--- src/verilog/mlpc_pkg.sv ---
// Constants, field layout and types for the motor lock / phase config block.
// Assumes a single 100 MHz system clock and an 8-bit register port on the same clock.
package mlpc_pkg;

    // =========================================================
    // clock and time base
    localparam int          CLK_PERIOD_NS = 10;
    localparam int          MS_NS         = 1000000;
    localparam int          MS_CYCLES     = MS_NS / CLK_PERIOD_NS;

    // =========================================================
    // register offsets and reset values
    localparam logic [3:0]  FREQ_LOCK_OFS  = 4'hA;
    localparam logic [3:0]  PHASE_ADV_OFS  = 4'hB;
    localparam logic [3:0]  DLY_COMP_OFS   = 4'hC;
    localparam logic [7:0]  FREQ_LOCK_RST  = 8'h41;
    localparam logic [7:0]  PHASE_ADV_RST  = 8'h00;
    localparam logic [7:0]  DLY_COMP_RST   = 8'h00;
    // writable bits; the rest are reserved and read as zero
    localparam logic [7:0]  FREQ_LOCK_WMSK = 8'hDF;
    localparam logic [7:0]  PHASE_ADV_WMSK = 8'h07;
    localparam logic [7:0]  DLY_COMP_WMSK  = 8'h1F;

    // =========================================================
    // field positions
    localparam int          FDIV_MSB  = 7;
    localparam int          FDIV_LSB  = 6;
    localparam int          RETRY_BIT = 4;
    localparam int          TDET_MSB  = 3;
    localparam int          TDET_LSB  = 2;
    localparam int          LOPT_MSB  = 1;
    localparam int          LOPT_LSB  = 0;
    localparam int          ADV_MSB   = 2;
    localparam int          ADV_LSB   = 0;
    localparam int          DCEN_BIT  = 4;
    localparam int          DTGT_MSB  = 3;
    localparam int          DTGT_LSB  = 0;

    // =========================================================
    // lock timing in milliseconds
    localparam logic [12:0] RETRY_SHORT_MS = 13'd500;
    localparam logic [12:0] RETRY_LONG_MS  = 13'd5000;
    localparam logic [12:0] TDET0_MS       = 13'd300;
    localparam logic [12:0] TDET1_MS       = 13'd500;
    localparam logic [12:0] TDET2_MS       = 13'd1000;
    localparam logic [12:0] TDET3_MS       = 13'd5000;

    // =========================================================
    // delay compensation target: code 0 is zero, else base + code * step
    localparam int          DLY_BASE_NS = 200;
    localparam int          DLY_STEP_NS = 200;
    localparam int          DLY_MAX_NS  = 3200;
    localparam int          DLY_MAX_CYC = DLY_MAX_NS / CLK_PERIOD_NS;

    // =========================================================
    // lock fault options and lock state machine
    localparam logic [1:0]  LOPT_LATCH  = 2'h0;
    localparam logic [1:0]  LOPT_RETRY  = 2'h1;
    localparam logic [1:0]  LOPT_REPORT = 2'h2;
    localparam logic [1:0]  LOPT_IGNORE = 2'h3;

    typedef enum logic [1:0] {
        MLPC_WATCH  = 2'b00,
        MLPC_LOCKED = 2'b01,
        MLPC_RETRY  = 2'b11
    } mlpc_lock_st_t;

    // phase advance angle in degrees per code
    function automatic logic [4:0] mlpc_adv_deg(input logic [2:0] code);
        case (code)
            3'h0:    mlpc_adv_deg = 5'h00;
            3'h1:    mlpc_adv_deg = 5'h04;
            3'h2:    mlpc_adv_deg = 5'h07;
            3'h3:    mlpc_adv_deg = 5'h0B;
            3'h4:    mlpc_adv_deg = 5'h0F;
            3'h5:    mlpc_adv_deg = 5'h14;
            3'h6:    mlpc_adv_deg = 5'h19;
            default: mlpc_adv_deg = 5'h1E;
        endcase
    endfunction

endpackage

--- src/verilog/mlpc_dly_comp.sv ---
// Per-phase driver delay compensation: tapped delay line on each PWM input.
// Assumes all inputs come from logic on CLK_SYS_IN; no synchronisers here.
`timescale 1ns/1ns
`default_nettype none
module mlpc_dly_comp
    import mlpc_pkg::*;
#(
    parameter int PHASES   = 3,
    parameter int LINE_LEN = DLY_MAX_CYC
) (
    input  wire logic              clk_in,      // system clock
    input  wire logic              rst_b_in,    // async reset, active low
    input  wire logic              en_in,       // compensation enable
    input  wire logic [3:0]        tgt_code_in, // target delay code
    input  wire logic [PHASES-1:0] pwm_in,      // raw pwm per phase
    input  wire logic [PHASES-1:0] into_in,     // 1: current into phase
    input  wire logic [8:0]        dly_src_in,  // intrinsic delay, current into phase
    input  wire logic [8:0]        dly_snk_in,  // intrinsic delay, current out of phase
    output logic      [PHASES-1:0] pwm_out      // compensated pwm
);

    // =========================================================
    // target delay in cycles
    logic [8:0] tgt_cyc;
    assign tgt_cyc = (tgt_code_in == 4'h0) ? 9'h000 :
        9'((DLY_BASE_NS + int'(tgt_code_in) * DLY_STEP_NS) / CLK_PERIOD_NS);

    // =========================================================
    // one delay line per phase; extra = target minus the direction's own delay
    genvar p;
    generate
        for (p = 0; p < PHASES; p++) begin : g_ph
            logic [LINE_LEN-1:0] line_q;
            logic [8:0]          own_dly;
            logic [8:0]          extra;
            logic                out_q;
            assign own_dly = into_in[p] ? dly_src_in : dly_snk_in;
            // a driver slower than the target gets no extra delay, never negative
            assign extra = (en_in && tgt_cyc > own_dly) ? 9'(tgt_cyc - own_dly) : 9'h000;
            always_ff @(posedge clk_in or negedge rst_b_in) begin
                if (!rst_b_in) begin
                    line_q <= '0;
                    out_q  <= 1'b0;
                end else begin
                    line_q <= {line_q[LINE_LEN-2:0], pwm_in[p]};
                    out_q  <= (extra == 9'h000) ? pwm_in[p] : line_q[extra-9'h001];
                end
            end
            assign pwm_out[p] = out_q;
        end
    endgenerate
endmodule // mlpc_dly_comp
`default_nettype wire

--- src/verilog/mlpc_top.sv ---
// Motor lock, frequency output, phase advance and delay compensation config block.
// Assumes a register port driven by the serial decoder on CLK_SYS_IN; Hall pins are async.
// =========================================================
// Overview of operation
// frequency output runs at commutation rate divided by 1, 2, 4 or 8.
// divider field is bits 7-6 and resets to code 1.
// retry wait after lock fault is 500 ms, or 5000 ms with bit set.
// lock detection time is 300, 500, 1000 or 5000 ms by code.
// option 0 latches the lock fault until cleared.
// option 1 holds the fault then restarts after the retry time.
// option 2 reports the lock but leaves the drive running.
// option 3 neither reports nor acts on a lock.
// lock option field is bits 1-0 and resets to automatic retry.
// phase advance angle comes from a three-bit code table.
// delay compensation only acts while its enable bit is set.
// target delay is zero, else 0.2 us plus 0.2 us per code.
// extra delay makes both current directions meet the target.
// divider and lock register sits at offset Ah, reset 41h.
// lock declared when no Hall transition is seen for the detect time.
`timescale 1ns/1ns
`default_nettype none
module mlpc_top
    import mlpc_pkg::*;
#(
    parameter int MS_CYC = MS_CYCLES,
    parameter int PHASES = 3
) (
    input  wire logic              CLK_SYS_IN,                  // 100 MHz system clock
    input  wire logic              RST_B_IN,                    // async reset, active low
    input  wire logic              REG_WR_IN,                   // register write strobe
    input  wire logic [3:0]        REG_ADDR_IN,                 // register offset
    input  wire logic [7:0]        REG_WDATA_IN,                // write data
    output logic      [7:0]        REG_RDATA_OUT,               // read data, one cycle late
    input  wire logic [2:0]        HALL_IN,                     // hall comparator outputs, async
    input  wire logic              DRIVE_ACTIVE_IN,             // commutation engine driving
    input  wire logic              LOCK_CLR_IN,                 // clear latched lock fault
    input  wire logic [PHASES-1:0] PWM_IN,                      // raw pwm per phase
    input  wire logic [PHASES-1:0] CUR_INTO_IN,                 // 1: current into phase
    input  wire logic [8:0]        DLY_SRC_IN,                  // intrinsic delay into phase
    input  wire logic [8:0]        DLY_SNK_IN,                  // intrinsic delay out of phase
    output logic      [PHASES-1:0] PWM_OUT,                     // compensated pwm
    output logic                   COMMUTATION_FREQ_OUTPUT_OUT, // divided commutation clock
    output logic                   LOCK_REPORT_OUT,             // lock fault reported
    output logic                   DRIVE_INHIBIT_OUT,           // drive outputs forced off
    output logic                   LOCK_RESTART_OUT,            // one-cycle restart pulse
    output logic      [4:0]        PHASE_ADVANCE_ANGLE_OUT      // advance in degrees
);

    localparam int TW = $clog2(MS_CYC);

    // =========================================================
    // configuration registers
    logic [7:0] freq_lock_q;
    logic [7:0] phase_adv_q;
    logic [7:0] dly_comp_q;
    logic [7:0] rdata_q;
    logic [7:0] rdata_d;
    logic       wr_fl;
    logic       wr_pa;
    logic       wr_dc;

    // address decode
    assign wr_fl = REG_WR_IN && (REG_ADDR_IN == FREQ_LOCK_OFS);
    assign wr_pa = REG_WR_IN && (REG_ADDR_IN == PHASE_ADV_OFS);
    assign wr_dc = REG_WR_IN && (REG_ADDR_IN == DLY_COMP_OFS);
    // unmapped offsets read as zero
    assign rdata_d = (REG_ADDR_IN == FREQ_LOCK_OFS) ? freq_lock_q :
                     (REG_ADDR_IN == PHASE_ADV_OFS) ? phase_adv_q :
                     (REG_ADDR_IN == DLY_COMP_OFS)  ? dly_comp_q  : 8'h00;

    // register storage; reserved bits masked on write so they always read zero
    always_ff @(posedge CLK_SYS_IN or negedge RST_B_IN) begin
        if (!RST_B_IN) begin
            freq_lock_q <= FREQ_LOCK_RST;
            phase_adv_q <= PHASE_ADV_RST;
            dly_comp_q  <= DLY_COMP_RST;
            rdata_q     <= 8'h00;
        end else begin
            if (wr_fl) freq_lock_q <= REG_WDATA_IN & FREQ_LOCK_WMSK;
            if (wr_pa) phase_adv_q <= REG_WDATA_IN & PHASE_ADV_WMSK;
            if (wr_dc) dly_comp_q  <= REG_WDATA_IN & DLY_COMP_WMSK;
            rdata_q <= rdata_d;
        end
    end
    assign REG_RDATA_OUT = rdata_q;

    // field extraction
    logic [1:0] fdiv;
    logic       retry_sel;
    logic [1:0] tdet_sel;
    logic [1:0] lopt;
    assign fdiv      = freq_lock_q[FDIV_MSB:FDIV_LSB];
    assign retry_sel = freq_lock_q[RETRY_BIT];
    assign tdet_sel  = freq_lock_q[TDET_MSB:TDET_LSB];
    assign lopt      = freq_lock_q[LOPT_MSB:LOPT_LSB];

    // =========================================================
    // hall synchroniser and transition detect
    logic [2:0] hall_s1_q;
    logic [2:0] hall_s2_q;
    logic [2:0] hall_prev_q;
    logic [2:0] hall_vld_q;
    logic       hall_edge;

    // two flops before anything looks at the pins
    always_ff @(posedge CLK_SYS_IN or negedge RST_B_IN) begin
        if (!RST_B_IN) begin
            hall_s1_q   <= 3'h0;
            hall_s2_q   <= 3'h0;
            hall_prev_q <= 3'h0;
            hall_vld_q  <= 3'h0;
        end else begin
            hall_s1_q   <= HALL_IN;
            hall_s2_q   <= hall_s1_q;
            hall_prev_q <= hall_s2_q;
            hall_vld_q  <= {hall_vld_q[1:0], 1'b1};
        end
    end
    // held off until the pipe holds real pin samples, so reset never looks like a commutation
    assign hall_edge = hall_vld_q[2] && (hall_s2_q != hall_prev_q);

    // =========================================================
    // frequency output divider: toggles every 2^code transitions
    logic [2:0] fg_cnt_q;
    logic       fg_q;
    logic [2:0] div_last;
    assign div_last = (fdiv == 2'h0) ? 3'h0 :
                      (fdiv == 2'h1) ? 3'h1 :
                      (fdiv == 2'h2) ? 3'h3 : 3'h7;

    always_ff @(posedge CLK_SYS_IN or negedge RST_B_IN) begin
        if (!RST_B_IN) begin
            fg_cnt_q <= 3'h0;
            fg_q     <= 1'b0;
        end else if (hall_edge) begin
            // a divider change mid-count takes effect at once; a count already past the new limit wraps on the next transition
            if (fg_cnt_q >= div_last) begin
                fg_cnt_q <= 3'h0;
                fg_q     <= ~fg_q;
            end else begin
                fg_cnt_q <= fg_cnt_q + 3'h1;
            end
        end
    end
    assign COMMUTATION_FREQ_OUTPUT_OUT = fg_q;

    // =========================================================
    // millisecond tick and lock timers
    logic [TW-1:0]  tick_cnt_q;
    logic           tick;
    logic [12:0]    ms_cnt_q;
    logic [12:0]    tdet_ms;
    logic [12:0]    retry_ms;
    mlpc_lock_st_t  st_q;
    mlpc_lock_st_t  st_d;
    logic           kind_latch_q;
    logic           restart_q;
    logic           lock_det;
    logic           tmr_clr;
    logic           leave_locked;

    assign tdet_ms  = (tdet_sel == 2'h0) ? TDET0_MS :
                      (tdet_sel == 2'h1) ? TDET1_MS :
                      (tdet_sel == 2'h2) ? TDET2_MS : TDET3_MS;
    assign retry_ms = retry_sel ? RETRY_LONG_MS : RETRY_SHORT_MS;
    assign tick     = (tick_cnt_q == TW'(MS_CYC - 1));

    // timer restarts on every state change, and in watch on each hall transition or idle drive
    assign tmr_clr  = (st_q != st_d) || (st_q == MLPC_WATCH && (hall_edge || !DRIVE_ACTIVE_IN));

    // lock: full detect time without a transition while driving
    assign lock_det = (st_q == MLPC_WATCH) && DRIVE_ACTIVE_IN && !hall_edge &&
                      (ms_cnt_q == tdet_ms) && (lopt != LOPT_IGNORE);

    // latched faults leave only on clear; report-only also leaves when the rotor moves
    assign leave_locked = LOCK_CLR_IN || (!kind_latch_q && hall_edge);

    // next state
    always_comb begin
        st_d = st_q;
        case (st_q)
            MLPC_WATCH: begin
                if (lock_det) begin
                    st_d = (lopt == LOPT_RETRY) ? MLPC_RETRY : MLPC_LOCKED;
                end
            end
            MLPC_LOCKED: begin
                if (leave_locked) st_d = MLPC_WATCH;
            end
            MLPC_RETRY: begin
                if (ms_cnt_q == retry_ms) st_d = MLPC_WATCH;
            end
            default: st_d = MLPC_WATCH;
        endcase
    end

    // timers; counter saturates so a long stall cannot wrap past the threshold
    always_ff @(posedge CLK_SYS_IN or negedge RST_B_IN) begin
        if (!RST_B_IN) begin
            tick_cnt_q <= '0;
            ms_cnt_q   <= 13'h0000;
        end else if (tmr_clr) begin
            tick_cnt_q <= '0;
            ms_cnt_q   <= 13'h0000;
        end else begin
            tick_cnt_q <= tick ? '0 : tick_cnt_q + TW'(1);
            if (tick && ms_cnt_q != 13'h1FFF) ms_cnt_q <= ms_cnt_q + 13'h0001;
        end
    end

    // state, fault kind and restart pulse
    always_ff @(posedge CLK_SYS_IN or negedge RST_B_IN) begin
        if (!RST_B_IN) begin
            st_q         <= MLPC_WATCH;
            kind_latch_q <= 1'b0;
            restart_q    <= 1'b0;
        end else begin
            st_q      <= st_d;
            restart_q <= (st_q == MLPC_RETRY) && (st_d == MLPC_WATCH);
            if (lock_det) kind_latch_q <= (lopt == LOPT_LATCH);
        end
    end

    assign LOCK_REPORT_OUT   = (st_q != MLPC_WATCH);
    assign DRIVE_INHIBIT_OUT = (st_q == MLPC_RETRY) || (st_q == MLPC_LOCKED && kind_latch_q);
    assign LOCK_RESTART_OUT  = restart_q;

    // =========================================================
    // phase advance angle, registered
    logic [4:0] adv_q;
    always_ff @(posedge CLK_SYS_IN or negedge RST_B_IN) begin
        if (!RST_B_IN) adv_q <= 5'h00;
        else           adv_q <= mlpc_adv_deg(phase_adv_q[ADV_MSB:ADV_LSB]);
    end
    assign PHASE_ADVANCE_ANGLE_OUT = adv_q;

    // =========================================================
    // delay compensation
    mlpc_dly_comp #(
        .PHASES   (PHASES),
        .LINE_LEN (DLY_MAX_CYC)
    ) u_dly_comp (
        .clk_in      (CLK_SYS_IN),
        .rst_b_in    (RST_B_IN),
        .en_in       (dly_comp_q[DCEN_BIT]),
        .tgt_code_in (dly_comp_q[DTGT_MSB:DTGT_LSB]),
        .pwm_in      (PWM_IN),
        .into_in     (CUR_INTO_IN),
        .dly_src_in  (DLY_SRC_IN),
        .dly_snk_in  (DLY_SNK_IN),
        .pwm_out     (PWM_OUT)
    );
endmodule // mlpc_top
`default_nettype wire

--- config.mk ---
export PLATFORM = sky130hd
export DESIGN_NAME = mlpc_top
export DESIGN_NICKNAME = d
export VERILOG_FILES = /design/src/verilog/mlpc_pkg.sv /design/src/verilog/mlpc_dly_comp.sv /design/src/verilog/mlpc_top.sv
export SDC_FILE = /design/constraint.sdc
export NUM_CORES = 1
export LEC_CHECK = 0
export CELL_PAD_IN_SITES_DETAIL_PLACEMENT = 1
export CELL_PAD_IN_SITES_GLOBAL_PLACEMENT = 2
export CORE_MARGIN = 8
export CORE_UTILIZATION = 51
export CTS_CLUSTER_DIAMETER = 80
export DETAILED_ROUTE_END_ITERATION = 6
export DONT_BUFFER_PORTS = 1
export GPL_TIMING_DRIVEN = 0
export PLACE_DENSITY_LB_ADDON = 0.1
export SLEW_MARGIN = 15
export SYNTH_ARGS = -nofsm -noshare
export SYNTH_HDL_FRONTEND = slang
export SYNTH_HIERARCHICAL = 1
export SYNTH_SLANG_ARGS = --single-unit
--- constraint.sdc ---
create_clock -name CLK_SYS_IN -period 27.1 [get_ports CLK_SYS_IN]
set_clock_uncertainty 0.15 [all_clocks]
set_input_delay 1.355 -clock CLK_SYS_IN [delete_from_list [all_inputs] [get_ports CLK_SYS_IN]]
set_output_delay 1.355 -clock CLK_SYS_IN [all_outputs]
set_load 0.02 [all_outputs]
==> metrics.txt, run 1 <==
result of the run=completed; Req. time, crit path=27.50 ns; total number of vias=22110; post-cts sizing count=0; Die X=294.0 um; type of the worst setup path=reg2reg; EDFF count, synth=0; number of global-route vias before repair=24840; Iteration-0 DRC Markers=1408; Async S/R FF share, synth=100.0%; unique cell type count in the Yosys netlist=101; DR vias/cell=5.895; critical path's slowest cell=clkbuf_1; source of the critical timing path=dly_comp_q[0]; postcts setup bufs=0; wire length of the first global-routing pass=151000 um; initial antenna violation count=5; latest clock arrival within the worst-skew pair=0.66 ns; RSZ-0062 raised after global routing=no; total congestion overflow after global routing=0; number of nets in the final layout=2734; Routed Wire Length=93240 um; placeable core area=76960 um2; diodes inserted=0; Critical Path Sink Type=flop; proportion of layout cells with a drive suffix above 1=18.41%; synth warn=6; Synth Flop Type=dfrtp_1; average size of a mapped cell=15.68 um2; biggest cell delay along the critical path=0.78 ns; clock tree from TritonCTS=yes; global placer's final weighted congestion=0.8287; Hold Startpoint=u_dly_comp/g_ph[2].line_q[113]; number of buffers on the longest clock path=3; hold depth=0; maximum number of pins on one net before global-route repair=1041; clock root buffer master=clkbuf_16; arrival time of the worst setup path=16.29 ns; detailed-placement wirelength estimate=60720 um; number of cell instances on the worst register-to-register path=56; Port-buffer cells=0; total number of H-tree levels=3; setup violation total in the final timing report=0; classification of the worst-slack hold path=reg2reg; post-layout min period=15.89 ns; Pre-antenna DRT Iters=5; WP depth=56; buffers and inverters on the worst path=12; # hold bufs at CTS=0; Period Utilization, post-route=58.63%; IO Count=64; Final Slew Violations=0; max-slew headroom at the worst pin=22.92%; total die area=86430 um2; Post-Synthesis Cells=2514; wire per inst=24.87 um; vertical die dimension=294.0 um; setup TNS after final layout=0 ns; area of the mapped netlist=39410 um2; number of buffers created by CTS=104; endpoints failing hold=0; total routing resource utilization after global routing=22.35%; FF-to-FF Start=dly_comp_q[0]; category of the worst setup path launch point=flop; Post-route DRC=0; max-cap violations=0; ANT nets after route=0; share of synthesized area occupied by flip-flops and latches=66.04%; initial standard-cell utilization of the core=51.22%; Sink Count=1040; register bit count reported by yosys=1040; largest fanout on the critical path=10; actual transition at the worst max-transition pin=1.156 ns; critical path's top delay family=compound AO/OA/AOI/OAI gates; clock-pin transition on the worst setup and hold timing paths=0.06 ns; area added between synthesis and finish=12.34%; Max Freq=62.94 MHz; # rows=102
[metal layers]
| metal | global-route usage, % | routed length (um) |
|---|---|---|
| met1 | 31.97 | 41360 |
| met2 | 36.10 | 45990 |
| met3 | 3.778 | 4050 |
| met4 | 5.485 | 1824 |
| met5 | 0 | 18 |
[metrics by stage]
step	cells	cell area (um2)	utilization, %	worst slack [ns]	hold slack [ns]
2_1_floorplan	2515	39420	-	15.05	0.1812
3_3_place_gp	3555	40720	52.91	11.71	0.1843
3_5_place_dp	3555	40720	52.92	11.13	0.1909
4_1_cts	3744	44110	57.32	11.04	0.1831
5_1_grt	3750	44280	57.54	9.863	0.1947
6_report	3750	44280	57.54	11.21	0.1901
[sequential cells by signal, indices dropped and copies added (netlist names)]
name	count
phase_adv_q	3
freq_lock_q	7
hall_s2_q	3
st_q	2
kind_latch_q	1
fg_cnt_q	3
u_dly_comp/g_ph.out_q	3
REG_RDATA_OUT	7
dly_comp_q	5
u_dly_comp/g_ph.line_q	960
hall_vld_q	3
ms_cnt_q	13
hall_s1_q	3
COMMUTATION_FREQ_OUTPUT_OUT	1
tick_cnt_q	17
hall_prev_q	3
LOCK_RESTART_OUT	1
PHASE_ADVANCE_ANGLE_OUT	5
[layout make-up]
cell class              count  area (um2)
fillers                  7091       32680
clock inverters            34       384.1
inverters                  51       191.4
repair buffers              6       165.2
plain buffers             108       471.7
well taps                1040        1301
flip-flops and latches   1040       26030
clock buffers             155        3004
multi-input cells        1316       12730
[worst paths after layout]
path | endpoint | slack (ns)
worst min-delay path | u_dly_comp/g_ph[2].line_q[114] | 0.19
max in group asynchronous | u_dly_comp/g_ph[0].line_q[62] | 23.36
min in group asynchronous | u_dly_comp/g_ph[2].line_q[157] | 0.24
worst min register to register | u_dly_comp/g_ph[2].line_q[114] | 0.19
worst max register to register | u_dly_comp/g_ph[0].out_q | 11.21
worst max-delay path | u_dly_comp/g_ph[0].out_q | 11.21
[cells in the final DEF, fill, tap and decap left out, drive strengths merged, types with 49 or more instances in the layout]
cell type / Yosys / layout
clkbuf: 66 / 221
mux2i: 80 / 80
dfrtp: 1038 / 1038
nand2: 161 / 161
a21oi: 50 / 50
mux4: 240 / 240
inv: 51 / 55
nor2: 105 / 105
nand3: 85 / 85
ha: 59 / 59
o21ai: 49 / 49
[cells in the mapped netlist, types with 6 or more instances]
cell         n  area share (%)
dfrtp_1   1038              66
mux4_2     240              14
nand2_1    160             1.5
nor2_1     103            0.98
nand3_1     82             1.0
mux2i_1     80             2.0
clkbuf_1    66            0.63
ha_1        59             1.9
inv_1       51            0.49
a21oi_1     48            0.61
o21ai_0     47            0.60
xnor2_1     47             1.0
a22oi_1     41            0.78
nor3_1      39            0.50
nand4_1     28            0.44
buf_2       26            0.33
xor2_1      21            0.47
and2_1      20            0.32
a211oi_1    18            0.34
nor4_1      16            0.25
or3_1       16            0.25
mux2_2      15            0.43
nand2b_1    14            0.22
and3_1      13            0.21
o31ai_1     11            0.21
a31oi_1     10            0.16
nor2b_1     10            0.16
o211ai_1     9            0.17
or2_2        9            0.14
buf_1        8           0.076
a221oi_1     7            0.16
a32oi_1      7            0.16
buf_4        7            0.13
a211o_1      6            0.13
or4_1        6            0.11
[kinds of logic (layout without fill, tap and decap cells)]
logic type,count (synthesis),count (layout),synth area share (%)
DFF,1040,1040,66.04
adders and majority gates,64,64,2.102
xor gates and xnor gates,69,69,1.552
buffers and inverters,159,354,1.682
and+or+nand+nor,557,557,7.149
muxes,339,339,16.29
other,3,4,0.02857
AOI/OAI and AO/OA,283,283,5.162
Power of run 1 is left out: the tool's default activity adds up to more than one toggle a clock period on the data nets, which glitch-free logic cannot reach.
==> run 2: changes to the inputs <==
Settings changed: CORE_UTILIZATION 51 to 43.
Clock period 27.1 ns to 14.45 ns, I/O delays scaled along.
==> run 2 against run 1 <==
Against the previous run:
- the run now ends with hold timing left
- routed wire length fell by 1.2%
- via count fell by 1.1%
- flip-flop and latch count did not move
- critical path depth fell by 2
- first-iteration DRC count fell by 12%
- core utilization fell by 7.9 points
- die area rose by 18%
- sequential share of layout area fell by 1.3 points
- worst hold slack got worse by 0.23 ns
- count of clock-buffer cells in the layout rose by 4
- global-route usage fell by 3.9 points
- largest cell class unchanged
- highest routed layer unchanged
==> metrics.txt, run 2 (synthesis results as in run 1) <==
Critical Path Sink Type=flop; global placer's final weighted congestion=0.7979 (-3.7%); area of all sequential standard cells=26030 um2 (unchanged); setup violation total in the final timing report=0 (unchanged); clock-pin transition on the worst setup and hold timing paths=0.06 ns (about the same); area added between synthesis and finish=14.94%; Sink Count=1040 (unchanged); IO Count=64 (unchanged); most used cells in the layout excluding fill and tap cells=1038 x dfrtp_1, 240 x mux4_2, 160 x nand2_1, 108 x clkbuf_16, 97 x nor2_1; most common cell after layout, fill and taps aside=dfrtp_1; smallest hold slack=-0.03736 ns (-0.2275 ns); combined area of the multi-input logic cells=12900 um2 (+1.3%); Port-buffer cells=0 (unchanged); result of the run=finished with violations; initial antenna violation count=5 (unchanged); classification of the worst-slack hold path=in2async; Top reg by flops=u_dly_comp/g_ph.line_q; maximum number of pins on one net before global-route repair=1041 (unchanged); largest registers in the final layout=u_dly_comp/g_ph.line_q (960), tick_cnt_q (17), ms_cnt_q (13); Post-route DRC=0 (unchanged); number of nets in the final layout=2768 (+1.2%); number of buffers created by CTS=108 (+3.8%); initial standard-cell utilization of the core=43.20% (-8.0 points); arrival time of the worst setup path=13.83 ns (-2.46 ns); # rows=111 (+8.8%); vertical die dimension=318.8 um (+8.4%); ANT nets after route=0 (unchanged); placed cell area=40910 um2 (+0.45%); total routing resource utilization after global routing=18.46% (-3.9 points); post-layout min period=13.45 ns (-2.435 ns); number of global-route vias before repair=24400 (-1.8%); detailed-placement wirelength estimate=60070 um (-1.1%); category of the worst setup path launch point=flop; wire per inst=23.39 um (-5.9%); critical path's slowest cell=or4_1; total die area=101600 um2 (+18%); total number of H-tree levels=3 (unchanged); proportion of layout cells with a drive suffix above 1=21.26% (+2.8 points); Max Freq=74.33 MHz (+18%); biggest cell delay along the critical path=0.53 ns (-0.25 ns); total number of vias=21860 (-1.1%); finished layout cell area=45300 um2 (+2.3%); max-cap violations=0 (unchanged); Req. time, crit path=14.83 ns (-12.67 ns); max-slew headroom at the worst pin=25.24% (+2.3 points); largest fanout on the critical path=10 (unchanged); clock tree from TritonCTS=yes; failing checks=hold timing; placeable core area=91250 um2 (+19%); Die X=318.8 um (+8.4%); fill count=8691 (+23%); total congestion overflow after global routing=0 (unchanged); DR vias/cell=5.551 (-5.8%); Routed Wire Length=92110 um (-1.2%); actual transition at the worst max-transition pin=1.115 ns (-0.04139 ns); diodes inserted=0 (unchanged); endpoints failing hold=29 (+29); clock root buffer master=clkbuf_16; number of flip-flops under the largest register name=960 (unchanged); Pre-antenna DRT Iters=5 (unchanged); most repeated library cell on the critical path=ha_1; type of the worst setup path=reg2reg; Period Utilization, post-route=93.11% (+34 points); latest clock arrival within the worst-skew pair=0.69 ns (+0.03 ns); Iteration-0 DRC Markers=1239 (-12%); wire length of the first global-routing pass=147800 um (-2.1%); number of buffers on the longest clock path=3 (unchanged); Final Slew Violations=0 (unchanged); setup TNS after final layout=0 ns (unchanged)
-- run 2: cell count changes in the layout (fill, tap and decap cells not counted), moves of 6 or more --
cell / before / now
clkbuf_1: 96 / 61
buf_4: 7 / 29
clkbuf_4: 0 / 9
clkbuf_2: 0 / 18
clkbuf_8: 21 / 27
nor2_1: 103 / 97
dlygate4sd3_1: 0 / 14
-- run 2: cell type report --
cell class,instances,share of cell area [%]
clock buffers,159,6.985
plain buffers,107,1.196
clock inverters,42,1.235
inverters,51,0.4226
flip-flops and latches,1040,57.45
well taps,1186,3.276
repair buffers,37,0.9556
multi-input cells,1316,28.48
-- run 2: path summary, 6_finish.rpt --
path / startpoint / depth (start not counted) / slack [ns] / endpoint
min in group CLK_SYS_IN: DRIVE_ACTIVE_IN / 2 / 0.12 / st_q[1]
max reg2reg: dly_comp_q[0] / 54 / 1.0 / u_dly_comp/g_ph[0].out_q
max in group asynchronous: RST_B_IN / 3 / 12.02 / u_dly_comp/g_ph[0].line_q[133]
max: dly_comp_q[0] / 54 / 1.0 / u_dly_comp/g_ph[0].out_q
min: RST_B_IN / 1 / -0.04 / u_dly_comp/g_ph[1].line_q[90]
min reg2reg: hall_s1_q[1] / 0 / 0.20 / hall_s2_q[1]
-- run 2: metal layers --
metal	vias up	track usage, %	share of wire (%)
li1	9581	-	-
met1	11830	26.39	46
met2	307	28.22	46
met3	133	5.003	5.4
met4	8	4.580	2.2
met5	-	0	0.060
-- run 2: critical path: cells and delay by family, from the launching register on --
kind,cells,cell delay (ns)
AOI/OAI and AO/OA,18,3.63
and+or+nand+nor,16,3.07
buffers and inverters,10,2.68
adders and majority gates,7,2.31
muxes,2,0.61
DFF,1,0.49
xor gates and xnor gates,1,0.33
-- run 2: timing repair --
| item | 4_1_cts | 5_1_grt |
|---|---|---|
| pin swaps | 1 | 5 |
| endpoints found under the setup margin | 3 | 3 |
| resized for setup | 32 | 71 |
| buffers inserted | 2 | 15 |
| hold endpoints to repair | 1060 | 148 |
| hold buffers | 13 | 2 |
-- run 2: metrics by stage --
stage	setup WS (ns)	utilization, %	std cells
4_1_cts	0.004937	49.15	3917
2_1_floorplan	2.397	-	2515
6_report	0.9961	49.65	3938
5_1_grt	-0.04550	49.65	3938
3_3_place_gp	-1.285	44.83	3701
3_5_place_dp	-1.579	44.83	3701
Power of run 2 is left out for the same reason.
